$ cat src/tuner_regs_pkg.sv
// Shared constants and types for the tuner configuration and result registers
`default_nettype none

package tuner_regs_pkg;

	// Serial sub addresses
	localparam logic [7:0] ADDR_SPECIAL = 8'h06;
	localparam logic [7:0] ADDR_IF_GAIN = 8'h07;
	localparam logic [7:0] ADDR_THRESH  = 8'h0b;
	localparam logic [7:0] ADDR_RESULT  = 8'h82;
	localparam logic [7:0] ADDR_MISC    = 8'h83;
	localparam int         ADDR_RD_BIT  = 7;

	// Frame lengths in bits
	localparam logic [4:0] ADDR_BITS = 5'h08;
	localparam logic [4:0] BYTE_BITS = 5'h08;
	localparam logic [4:0] WORD_BITS = 5'h10;
	localparam int         SHIFT_W   = 24;

	// Special configuration byte fields
	localparam int SP_AUX_BIT  = 7;
	localparam int SP_LO_BIT   = 6;
	localparam int SP_AGC_HI   = 5;
	localparam int SP_AGC_LO   = 4;
	localparam int SP_TRIM_HI  = 3;
	localparam int SP_TRIM_LO  = 0;

	// Gain code field, upper nibble ignored
	localparam int GAIN_HI = 3;
	localparam int GAIN_LO = 0;

	// Threshold word fields
	localparam int THR_FS_HI = 14;
	localparam int THR_FS_LO = 8;
	localparam int THR_MP_HI = 6;
	localparam int THR_MP_LO = 0;

	// Result word fields
	localparam int RES_BELOW_BIT = 15;
	localparam int RES_OUT_BIT   = 7;

	// Misc result byte fields
	localparam int MISC_BELOW_BIT = 7;
	localparam int MISC_OUT_BIT   = 6;
	localparam int MISC_FS_BIT    = 5;
	localparam int MISC_MP_BIT    = 4;
	localparam logic [3:0] MISC_RSVD = 4'h0;

	localparam int MEAS_W = 7;

	// Reset values
	localparam logic [7:0] RST_SPECIAL = 8'h00;
	localparam logic [3:0] RST_GAIN    = 4'h0;
	localparam logic [6:0] RST_THR     = 7'h00;

	// Bus line spike suppression
	localparam int SPIKE_NS      = 50;
	localparam int CLK_PERIOD_NS = 40;
	localparam int SPIKE_CYC     = (SPIKE_NS + CLK_PERIOD_NS - 1) / CLK_PERIOD_NS;

	typedef enum logic [1:0] {
		ST_IDLE  = 2'b00,
		ST_ADDR  = 2'b01,
		ST_WDATA = 2'b11,
		ST_RDATA = 2'b10
	} frame_st_t;

endpackage : tuner_regs_pkg

`default_nettype wire

$ cat src/bus_lines_if.sv
// Filtered serial bus line levels passed from the input filter to the register logic
`timescale 1ns/1ps
`default_nettype none

interface bus_lines_if;
	logic scl;
	logic sda;
	logic ena;
	modport src (output scl, output sda, output ena);
	modport dst (input scl, input sda, input ena);
endinterface : bus_lines_if

`default_nettype wire

$ cat src/bus_spike_filter.sv
// Three-stage synchroniser and spike filter for the serial bus input pins
`timescale 1ns/1ps
`default_nettype none

module bus_spike_filter (
	// Clock and reset
	input  wire logic mclk_i,
	input  wire logic nrst_i,
	// Raw pins
	input  wire logic scl_i,
	input  wire logic sda_i,
	input  wire logic ena_i,
	// Filtered levels
	bus_lines_if.src  lines
);
	import tuner_regs_pkg::*;

	localparam int W  = 3;
	localparam int CW = 2;
	localparam logic [CW-1:0] ACCEPT_CNT = CW'(SPIKE_CYC - 1);

	typedef struct packed {
		logic [W-1:0]         s1;
		logic [W-1:0]         s2;
		logic [W-1:0]         s3;
		logic [W-1:0]         out;
		logic [W-1:0][CW-1:0] cnt;
	} filt_t;

	filt_t r;
	filt_t n;

	always_comb begin
		n    = r;
		n.s1 = {ena_i, sda_i, scl_i};
		n.s2 = r.s1;
		n.s3 = r.s2;
		// A level must agree over enough samples to outlast any spike
		for (int i = 0; i < W; i++) begin
			if (r.s2[i] == r.s3[i] && r.s3[i] != r.out[i]) begin
				if (r.cnt[i] == ACCEPT_CNT) begin
					n.out[i] = r.s3[i];
					n.cnt[i] = '0;
				end else begin
					n.cnt[i] = r.cnt[i] + 1'b1;
				end
			end else begin
				n.cnt[i] = '0;
			end
		end
	end

	always_ff @(posedge mclk_i) begin
		if (!nrst_i) begin
			r <= '0;
		end else begin
			r <= n;
		end
	end

	assign lines.scl = r.out[0];
	assign lines.sda = r.out[1];
	assign lines.ena = r.out[2];
endmodule : bus_spike_filter

`default_nettype wire

$ cat src/tuner_config_result_regs.sv
// Tuner specials, gain, threshold and result registers behind a three-wire serial port
//
// Functional notes
// - Specials D7 aux crystal out, D6 LO divide, D5:D4 gain threshold 15..60mV.
// - Specials D3:D0 crystal load trim, code n gives n picofarads.
// - Gain register ignores D7:D4; D3:D0 is the IF gain code.
// - Misc D5 set when field strength exceeds threshold D14:D8, else cleared.
// - Misc D4 set when multipath exceeds threshold D6:D0, else cleared.
// - Result word D14:D8 carries multipath result, MSB at D14.
// - Result word D6:D0 carries field-strength result, MSB at D6.
// - Result D7 flags outside window; D15 then says below (1) or above.
// - Misc D6 flags outside window; D7 then says below (1) or above.
// - Bus line spikes up to 50 ns are never taken as transitions.
`timescale 1ns/1ps
`default_nettype none

module tuner_config_result_regs (
	// Clock and reset
	input  wire logic                             mclk_i,
	input  wire logic                             nrst_i,
	// Serial bus pins
	input  wire logic                             scl_i,
	input  wire logic                             sda_i,
	input  wire logic                             bus_frame_enable_i,
	output logic                                  data_out_o,
	output logic                                  data_out_en_o,
	// Measurements from converters and IF counter
	input  wire logic [tuner_regs_pkg::MEAS_W-1:0] multipath_result_i,
	input  wire logic [tuner_regs_pkg::MEAS_W-1:0] fieldstrength_result_i,
	input  wire logic                             if_outside_i,
	input  wire logic                             if_below_i,
	// Configuration to the analog section
	output logic                                  crystal_aux_out_enable_o,
	output logic                                  lo_divide_select_o,
	output logic                                  prestage_gain_threshold_hi_o,
	output logic                                  prestage_gain_threshold_lo_o,
	output logic [3:0]                            crystal_load_trim_o,
	output logic [3:0]                            if_gain_code_o,
	output logic [tuner_regs_pkg::MEAS_W-1:0]      fieldstrength_threshold_o,
	output logic [tuner_regs_pkg::MEAS_W-1:0]      multipath_threshold_o,
	// Comparator flags
	output logic                                  fieldstrength_above_o,
	output logic                                  multipath_above_o
);
	import tuner_regs_pkg::*;

	////////////////////////////////////////////////////////////////////////////////
	// State

	typedef struct packed {
		frame_st_t          st;
		logic               scl_q;
		logic [7:0]         addr;
		logic [SHIFT_W-1:0] shreg;
		logic [4:0]         nbits;
		logic [7:0]         special;
		logic [3:0]         gain;
		logic [MEAS_W-1:0]  fs_thr;
		logic [MEAS_W-1:0]  mp_thr;
		logic [15:0]        result;
		logic [7:0]         misc;
		logic               dout;
		logic               dout_en;
	} state_t;

	localparam state_t RST_STATE = '{
		st:      ST_IDLE,
		scl_q:   1'b0,
		addr:    8'h00,
		shreg:   '0,
		nbits:   5'h00,
		special: RST_SPECIAL,
		gain:    RST_GAIN,
		fs_thr:  RST_THR,
		mp_thr:  RST_THR,
		result:  16'h0000,
		misc:    8'h00,
		dout:    1'b0,
		dout_en: 1'b0
	};

	state_t r;
	state_t n;

	bus_lines_if lines ();

	bus_spike_filter u_filter (
		.mclk_i (mclk_i),
		.nrst_i (nrst_i),
		.scl_i  (scl_i),
		.sda_i  (sda_i),
		.ena_i  (bus_frame_enable_i),
		.lines  (lines)
	);

	////////////////////////////////////////////////////////////////////////////////
	// Next state

	logic               scl_rise;
	logic               scl_fall;
	logic               commit;
	logic [7:0]         addr_byte;
	logic [SHIFT_W-1:0] read_word;
	logic               below_q;

	assign scl_rise  = lines.scl & ~r.scl_q;
	assign scl_fall  = ~lines.scl & r.scl_q;
	assign commit    = (r.st == ST_WDATA) && !lines.ena;
	assign addr_byte = {r.shreg[6:0], lines.sda};
	// Direction only meaningful while outside the window
	assign below_q   = if_outside_i & if_below_i;

	always_comb begin
		n       = r;
		n.scl_q = lines.scl;

		// Live results, refreshed every cycle
		n.result[RES_BELOW_BIT]                 = below_q;
		n.result[RES_OUT_BIT]                   = if_outside_i;
		n.result[THR_FS_HI:THR_FS_LO]           = multipath_result_i;
		n.result[THR_MP_HI:THR_MP_LO]           = fieldstrength_result_i;
		n.misc[MISC_BELOW_BIT]                  = below_q;
		n.misc[MISC_OUT_BIT]                    = if_outside_i;
		n.misc[MISC_FS_BIT]                     = fieldstrength_result_i > r.fs_thr;
		n.misc[MISC_MP_BIT]                     = multipath_result_i > r.mp_thr;
		n.misc[3:0]                             = MISC_RSVD;

		// Read data, zero for unmapped addresses
		unique case (addr_byte)
			ADDR_RESULT: read_word = {r.result, r.misc};
			ADDR_MISC:   read_word = {r.misc, 16'h0000};
			default:     read_word = '0;
		endcase

		if (!lines.ena) begin
			// Writes take effect only at frame end, so a cut frame changes nothing
			if (commit) begin
				unique case (r.addr)
					ADDR_SPECIAL: begin
						if (r.nbits == BYTE_BITS) begin
							n.special = r.shreg[7:0];
						end
					end
					ADDR_IF_GAIN: begin
						if (r.nbits == BYTE_BITS) begin
							n.gain = r.shreg[GAIN_HI:GAIN_LO];
						end
					end
					ADDR_THRESH: begin
						if (r.nbits == WORD_BITS) begin
							n.fs_thr = r.shreg[THR_FS_HI:THR_FS_LO];
							n.mp_thr = r.shreg[THR_MP_HI:THR_MP_LO];
						end
					end
					default: begin
					end
				endcase
			end
			n.st      = ST_IDLE;
			n.nbits   = 5'h00;
			n.dout    = 1'b0;
			n.dout_en = 1'b0;
		end else begin
			unique case (r.st)
				ST_IDLE: begin
					n.st    = ST_ADDR;
					n.nbits = 5'h00;
				end
				ST_ADDR: begin
					if (scl_rise) begin
						n.shreg = {r.shreg[SHIFT_W-2:0], lines.sda};
						n.nbits = r.nbits + 1'b1;
						if (r.nbits == ADDR_BITS - 1'b1) begin
							n.addr  = addr_byte;
							n.nbits = 5'h00;
							if (addr_byte[ADDR_RD_BIT]) begin
								// Snapshot for the read; no state is disturbed
								n.shreg   = read_word;
								n.dout    = read_word[SHIFT_W-1];
								n.dout_en = 1'b1;
								n.st      = ST_RDATA;
							end else begin
								n.st = ST_WDATA;
							end
						end
					end
				end
				ST_WDATA: begin
					// Bits past the seventeenth are dropped; any bit beyond a word spoils the commit
					if (scl_rise && r.nbits <= WORD_BITS) begin
						n.shreg = {r.shreg[SHIFT_W-2:0], lines.sda};
						n.nbits = r.nbits + 1'b1;
					end
				end
				ST_RDATA: begin
					// First fall ends the address clock and keeps the MSB for the ninth rise
					if (scl_fall) begin
						n.shreg = {r.shreg[SHIFT_W-2:0], 1'b0};
						n.dout  = r.shreg[SHIFT_W-1];
					end
				end
			endcase
		end
	end

	always_ff @(posedge mclk_i) begin
		if (!nrst_i) begin
			r <= RST_STATE;
		end else begin
			r <= n;
		end
	end

	////////////////////////////////////////////////////////////////////////////////
	// Outputs

	assign data_out_o                   = r.dout;
	assign data_out_en_o                = r.dout_en;
	assign crystal_aux_out_enable_o     = r.special[SP_AUX_BIT];
	assign lo_divide_select_o           = r.special[SP_LO_BIT];
	assign prestage_gain_threshold_hi_o = r.special[SP_AGC_HI];
	assign prestage_gain_threshold_lo_o = r.special[SP_AGC_LO];
	assign crystal_load_trim_o          = r.special[SP_TRIM_HI:SP_TRIM_LO];
	assign if_gain_code_o               = r.gain;
	assign fieldstrength_threshold_o    = r.fs_thr;
	assign multipath_threshold_o        = r.mp_thr;
	assign fieldstrength_above_o        = r.misc[MISC_FS_BIT];
	assign multipath_above_o            = r.misc[MISC_MP_BIT];
endmodule : tuner_config_result_regs

`default_nettype wire

$ cat config.mk
export PLATFORM = sky130hd
export DESIGN_NAME = tuner_config_result_regs
export DESIGN_NICKNAME = d
export VERILOG_FILES = /design/src/tuner_regs_pkg.sv /design/src/bus_lines_if.sv /design/src/bus_spike_filter.sv /design/src/tuner_config_result_regs.sv
export SDC_FILE = /design/constraint.sdc
export NUM_CORES = 1
export LEC_CHECK = 0
export BUFFER_PORTS_ARGS = -buffer_cell sky130_fd_sc_hd__buf_2
export CORE_ASPECT_RATIO = 0.7
export CORE_MARGIN = 3
export CORE_UTILIZATION = 55
export CTS_CLUSTER_DIAMETER = 80
export CTS_CLUSTER_SIZE = 8
export DETAILED_ROUTE_END_ITERATION = 10
export HOLD_SLACK_MARGIN = 0.05
export PLACE_DENSITY_LB_ADDON = 0.1
export SYNTH_ARGS = -nofsm -noshare
export SYNTH_HDL_FRONTEND = slang
export SYNTH_SLANG_ARGS = --single-unit
$ cat constraint.sdc
create_clock -name mclk_i -period 2.8 [get_ports mclk_i]
set_input_delay 0.56 -clock mclk_i [delete_from_list [all_inputs] [get_ports mclk_i]]
set_output_delay 0.56 -clock mclk_i [all_outputs]
set_load 0.02 [all_outputs]
==> metrics.md, run 1 <==
| Metric | Value |
|---|---|
| Status | complete, no violations |
| Drt drc | 0 |
| Met1 Use GR | 33.93% |
| Slack of the critical path | 0.5983 ns |
| Post-synth EDFFs | 0 |
| Clk buf depth | 2 |
| Ranking of synthesized cells by area | dfxtp_1 44%, mux2i_1 5.5%, ha_1 5.0% |
| Post-Route WL | 10880 um |
| Yosys warns | 0 |
| Post-CTS Setup Bufs | 0 |
| Placement Setup Slack | 0.6378 ns |
| Largest net degree at the start of global routing | 30 |
| H-tree depth | 3 |
| Layout cells sized above 1 | 16.35% |
| Nets | roughly 570 |
| Pleak | between 1.5 and 2 nW |
| Met2 Use GR | 32.80% |
| Worst-path fanout max | 20 |
| TritonCTS Buffers | 9 |
| CORE AREA | 8142 um2 |
| Sequential area share after synthesis | 43.67% |
| DR vias/cell | around 5.7 |
| RSZ-0062 raised after global routing | false |
| WP data arrival | 2.46 ns |
| Worst path cell trace | inv_1 -> ha_1 -> nor3b_1 -> o21bai_1 -> nand2_1 -> a21oi_1 |
| Final Cycle Share | 78.63% |
| Synth Register Bits | 104 |
| Fin Clk Skew | 0.006262 ns |
| Num rows | 27 |
| Slowest stage delay, CP | ~0.56 ns |
| Initial core utilization | 58.55% |
| Yosys cell types | 56 |
| Antenna Cells | 0 |
| Final setup vio count | 0 |
| Hold-fix buffers, CTS | 0 |
| Remaining antenna violation count after routing | 0 |
| Port buffer count | 50 |
| Fmax achieved | around 450 MHz |
| Startpoint Class | flop |
| GRT busiest layer | met1 |
| Slew Limit Fails | 0 |
| TritonCTS clock tree | yes |
| Total GRT Usage | 22.90% |
| DR iter-0 viols | 286 |
| Post-CTS Resized | 0 |
| Clock slew at reported path FFs | approximately 0.070 ns |
| Main synth FF type | dfxtp_1 |
| Post-Syn Area | 4767 um2 |
| Power Density | 549.8 nW/um2 |
| Dpl hpwl | about 7500 um |
| CP Data Required Time | 3.06 ns |
| Worst Max-Slew Pin Slew | around 0.84 ns |
| Critical path class | flop to flop |
| Bufs and invs on worst path | 1 |
| Tmin final | 2.202 ns |
| Drt first pass iters | 4 |
| GPL Wtd Cong | a little over 0.8 |
| Mapped Cells | 518 |
| Synth-to-Final Area Change | 8.005% |
| Die height | 83.89 um |
| Total grt overflow | 0 |
| Hold Crit Class | primary input to flop |
| Syn Nets | 558 |
| Routed WL per cell | 16.79 um |
| Count leader, synth | dfxtp_1 |
| Vias in the first global route | between 3000 and 4000 |
| Setup TNS | 0 ns |
| CP Capture Type | flop |
| Max Cap Viol | 0 |
| CP top delay family | simple AND/OR/NAND/NOR gates |
| Final Hold Viols | 0 |
| Die width | 117.3 um |
| Synth top cells by count | 104 x dfxtp_1, 48 x nand2_1, 39 x a21oi_1 |
| Number of I/O pins | 51 |
| Post-synth top area share | 43.67% |
| Number of clock sinks | 104 |
| Fraction of met3 tracks used by global routing | between 6 and 7% |
| Die area | 9838 um2 |
| Rel. slew slack | between 40% and 50% |
| Synth area leader | dfxtp_1 |
| Worst-Skew Late Latency | 0.35 ns |
| First-pass GRT wire length | 17790 um |
| Max IR drop VDD | 0.3058 mV |
| Root Driver | clkbuf_16 |
| CP max-delay cell | nand2_1 |
| Mapped Avg Cell Area | 9.203 um2 |
| Post-synthesis async set-or-reset flop share | 0% |
| Initial antenna violation count | 0 |
| Vias | 3667 |
[registers in the layout (all words and copies together) (netlist names), 4 cells and up]
signal                     flops
addr_byte                      7
fieldstrength_threshold_o      7
u_filter.r                     9
if_gain_code_o                 4
r                             49
multipath_threshold_o          7
crystal_load_trim_o            4
u_filter.n                     6
[layer usage]
layer	vias to the layer above	routed length [um]	share of wire (%)
met3	11	700	6.4
met5	-	0	0
li1	1820	-	-
met1	1741	5354	49
met4	0	110	1.0
met2	95	4716	43
[layout by cell type (no fill, tap or decap), drive strengths merged, types with 11 or more instances in the layout]
cell type	netlist	layout
mux2i	26	26
o21ai	17	17
nand2	48	48
dfxtp	104	104
buf	35	56
o31ai	21	21
ha	19	19
inv	26	26
a21oi	39	39
and2	25	25
nand3	19	19
nor2	23	23
a22oi	19	19
clkbuf	21	11
[kinds of logic (layout without fill, tap and decap cells)]
group / after synthesis / after routing / synth area share (%)
compound gates: 121 / 121 / 16.33
simple gates: 162 / 162 / 19.32
fa+ha+maj: 19 / 19 / 4.987
buf+inv: 82 / 96 / 9.291
flops: 104 / 104 / 43.67
mux: 30 / 30 / 6.404
[power breakdown]
group,switching (mW),total (mW),internal (mW)
registers,0.0105,1.51,1.50
clock network,0.524,1.23,0.708
logic,0.0532,0.0907,0.0374
total,0.587,2.83,2.24
[layout make-up]
cell class,count,area [um2]
clock inverter,3,43.79
sequential,104,2082
fill,702,2993
timing repair buffer,56,295.3
multi-input combinational,332,2242
clock buffer,11,242.7
inverter,26,97.59
tap,116,145.1
[worst paths after layout]
check	end	slack, ns	start	depth (start not counted)
worst max register to register	r[72]	0.60	r[52]	6
worst min register to register	u_filter.r[0]	0.42	u_filter.r[0]	1
worst max-delay path	r[72]	0.60	r[52]	6
worst min-delay path	u_filter.n[13]	0.41	sda_i	2
[per-stage QoR]
step           power [mW]  std cells  util, %  hold WS [ns]  cell area [um2]
2_1_floorplan       1.593        518        -        0.3983             4767
3_3_place_gp        1.632        634    59.72        0.4061             4862
3_5_place_dp        1.633        634    59.72        0.4148             4862
4_1_cts             2.858        648    63.24        0.4062             5149
5_1_grt             2.923        648    63.24        0.4172             5149
6_report            2.831        648    63.24        0.4146             5149
(Power assumes the default switching activity.)
==> run 2, diff against run 1 <==
- ABC_AREA: default -> 1
- clock period: 2.8 -> 2.3 ns (I/O delays scaled with it)
==> run 2 against run 1 <==
Against the previous run:
- routed wire length up 2.1%
- sequential share of layout area down 2.5 points
- area after synthesis up 6.6%
- combinational power up 37%
- critical path type unchanged
- critical endpoint is now addr_byte[4]
==> metrics.md, run 2 <==
| Metric | Value |
|---|---|
| Initial core utilization | 58.23% (-0.32 points) |
| Clk buf depth | 2 (unchanged) |
| Worst-Skew Late Latency | 0.34 ns (about the same) |
| Synth Register Bits | 104 (unchanged) |
| Ranking of synthesized cells by area | dfxtp_1 41%, nand2_1 14%, nor2_1 7.9% |
| TritonCTS Buffers | 9 (unchanged) |
| NetSw | 0.7202 mW (+23%) |
| R2R Path End | addr_byte[4] |
| Worst Max-Slew Pin Slew | 0.4769 ns (-0.3618 ns) |
| CP endpoint | addr_byte[4] |
| Synth area leader | dfxtp_1 |
| Cell Int Power | 2.684 mW (+20%) |
| Reg2reg setup slack | 0.43 ns (-0.16 ns) |
| Fin Clk Skew | 0.005249 ns (-0.001014 ns) |
| Top Registers | r (49), u_filter.r (9) |
| Post-Route WL | 11110 um (+2.1%) |
| Worst-path fanout max | 40 (+100%) |
| Total grt overflow | 0 (unchanged) |
| CORE AREA | 8723 um2 (+7.1%) |
| TritonCTS clock tree | yes |
| Max IR drop VDD | 0.3932 mV (+29%) |
| WP data arrival | 2.10 ns (-0.36 ns) |
| Status | complete, no violations |
| Vias | 4317 (+18%) |
| GPL Wtd Cong | 0.9133 (+11%) |
| RSZ-0062 raised after global routing | false |
| Fmax achieved | 535.7 MHz (+18%) |
| Nets | 789 (+39%) |
| Post-synthesis async set-or-reset flop share | 0% (unchanged) |
| Worst setup path start | r[52] |
| Port buffer count | 50 (unchanged) |
| First-pass GRT wire length | 18410 um (+3.5%) |
| Final setup vio count | 0 (unchanged) |
| Slowest stage delay, CP | 0.37 ns (-0.19 ns) |
| Final Hold Viols | 0 (unchanged) |
| Worst path cell trace | inv_1 -> ha_1 -> nand2_1 -> nand2_1 -> nand2_1 -> nand2_4 -> nand2_4 -> inv_2 -> nor2_1 -> nor2_1 |
| Total GRT Usage | 22.20% (-0.71 points) |
| Max reg flops | 49 (unchanged) |
| Hold Crit Class | primary input to flop |
| FF-to-FF Start | r[52] |
| Largest net degree at the start of global routing | 41 (+37%) |
| Die height | 86.41 um (+3.0%) |
| Layout cells sized above 1 | 14.63% (-1.7 points) |
| Antenna Cells | 0 (unchanged) |
| Post-CTS Resized | 0 (unchanged) |
| Yosys cell types | 34 (-39%) |
| Crit-path most repeated cell | nand2_1 |
| DR vias/cell | 4.951 (-13%) |
| Pleak | 2.667 nW (+35%) |
| Clock slew at reported path FFs | 0.07 ns (about the same) |
| Fill count | 797 (+14%) |
| Die width | 120.9 um (+3.1%) |
| Remaining antenna violation count after routing | 0 (unchanged) |
| Main synth FF type | dfxtp_1 |
| Mapped Avg Cell Area | 6.968 um2 (-24%) |
| R2R cell count | 10 (+4) |
| Hold-fix buffers, CTS | 0 (unchanged) |
| CP Capture Type | flop |
| Number of clock sinks | 104 (unchanged) |
| Syn Nets | 769 (+38%) |
| Register share of total power | 54.0% (+0.7 points) |
| Post-CTS Setup Bufs | 0 (unchanged) |
| Startpoint Class | flop |
| Power Density | 619.7 nW/um2 (+13%) |
| Sw Share | 21.16% (+0.41 points) |
| Slew Limit Fails | 0 (unchanged) |
| Drt first pass iters | 5 (+1) |
| H-tree depth | 3 (unchanged) |
| Clock power share | 42.3% (-1.2 points) |
| Final Cycle Share | 81.16% (+2.5 points) |
| Most frequent cells in the layout | 185 x nand2_1, 107 x nor2_1, 104 x dfxtp_1 |
| Largest Register | r |
| Die area | 10440 um2 (+6.2%) |
| Post-synth EDFFs | 0 (unchanged) |
| CP max-delay cell | dfxtp_1 |
| Synth top cells by count | 185 x nand2_1, 107 x nor2_1, 104 x dfxtp_1 |
| Synth-to-Final Area Change | 8.128% |
| DR iter-0 viols | 417 (+46%) |
| Mapped Cells | 729 (+41%) |
| Routed WL per cell | 12.74 um (-24%) |
| Bufs and invs on worst path | 2 (+1) |
| Final Cell Area | 5493 um2 (+6.7%) |
| Drt drc | 0 (unchanged) |
| Initial antenna violation count | 0 (unchanged) |
| Post-Syn Area | 5080 um2 (+6.6%) |
| CP Data Required Time | 2.54 ns (-0.52 ns) |
| Dpl hpwl | 8247 um (+9.8%) |
| Setup TNS | 0 ns (unchanged) |
| Tmin final | 1.867 ns (-0.3351 ns) |
| Stages on worst setup path | 10 (+4) |
| Critical path class | flop to flop |
| Commonest non-fill, non-tap cell in the layout | nand2_1 |
| Cell Area, Placed | 5211 um2 (+7.2%) |
| Num rows | 28 (+3.7%) |
| Vias in the first global route | 3718 (+6.7%) |
| Max Cap Viol | 0 (unchanged) |
| Logic pwr share | 3.6% (+0.4 points) |
| Post-synth top area share | 40.99% (-2.7 points) |
| Rel. slew slack | 68.21% (+25 points) |
| CP top delay family | simple AND/OR/NAND/NOR gates |
| Yosys warns | 0 (unchanged) |
| Number of I/O pins | 51 (unchanged) |
| Count leader, synth | nand2_1 |
| Sequential area share after synthesis | 40.99% (-2.7 points) |
| Root Driver | clkbuf_16 |
## run 2: changes by cell type after synthesis, moves of 12 or more
cell	delta
nand2_1	+137
nor2_1	+84
inv_1	+75
mux2i_1	-26
and2_1	-25
o31ai_1	-20
a22oi_1	-19
nand3_1	+18
nor2_2	+15
o21ai_0	+12
## run 2: through the flow
stage / util (%) / setup WS, ns / std cells / power [mW] / hold WS (ns)
3_5_place_dp: 59.74 / 0.4692 / 858 / 2.002 / 0.3994
4_1_cts: 62.97 / 0.4616 / 872 / 3.437 / 0.2889
3_3_place_gp: 59.74 / 0.5348 / 858 / 1.998 / 0.3941
5_1_grt: 62.97 / 0.2325 / 872 / 3.544 / 0.2982
6_report: 62.97 / 0.4334 / 872 / 3.404 / 0.2988
2_1_floorplan: - / 0.8649 / 729 / 1.952 / 0.3905
## run 2: how the worst min path moves through the flow
stage                            start        endpoint  slack, ns  cells after the start
floorplan               u_filter.n[13]  u_filter.n[10]       0.39                      2
global placement        u_filter.n[12]   u_filter.n[9]       0.39                      2
detailed placement      u_filter.n[14]  u_filter.n[11]       0.40                      2
CTS                 bus_frame_enable_i  u_filter.n[14]       0.29                      3
global route                     sda_i  u_filter.n[13]       0.30                      3
finish                           sda_i  u_filter.n[13]       0.30                      3
## run 2: cell type report
class	count	area, um2	share of cell area (%)
Clock inverter	2	15.01	0.2733
Inverter	106	399.1	7.267
Sequential cell	104	2082	37.90
Tap cell	120	150.1	2.733
Timing Repair Buffer	57	302.8	5.513
Multi-Input combinational cell	471	2277	41.46
Clock buffer	12	266.5	4.852
## run 2: power groups by stage
stage	Sequential, mW	Clock, mW	Combinational, mW
after floorplan	1.88	0	0.0742
after global placement	1.88	0	0.119
after detailed placement	1.88	0	0.123
after CTS	1.84	1.48	0.123
after global routing	1.84	1.56	0.143
final	1.84	1.44	0.124
## run 2: worst register-to-register path, cell delays in order (launching register included)
cell and delay [ns]:
dfxtp_1 0.37, inv_1 0.07, ha_1 0.23, nand2_1 0.10
nand2_1 0.05, nand2_1 0.10, nand2_4 0.09, nand2_4 0.37
inv_2 0.18, nor2_1 0.14, nor2_1 0.06
## run 2: per-layer routing
layer	routed length (um)	vias to the layer above	track usage (%)
met2	4234	144	29.54
li1	-	2255	-
met4	119	0	5.144
met3	827	10	6.327
met1	5929	1908	34.81
met5	0	-	0
## run 2: kinds of logic (layout without fill, tap and decap cells)
kind of cell / Yosys count / in the layout / synth area share [%]
buffers and inverters: 154 / 177 / 14.19
DFF: 104 / 104 / 40.99
and+or+nand+nor: 373 / 373 / 31.45
AOI/OAI and AO/OA: 77 / 77 / 8.350
adders and majority gates: 19 / 19 / 4.680
xor gates and xnor gates: 2 / 2 / 0.3449
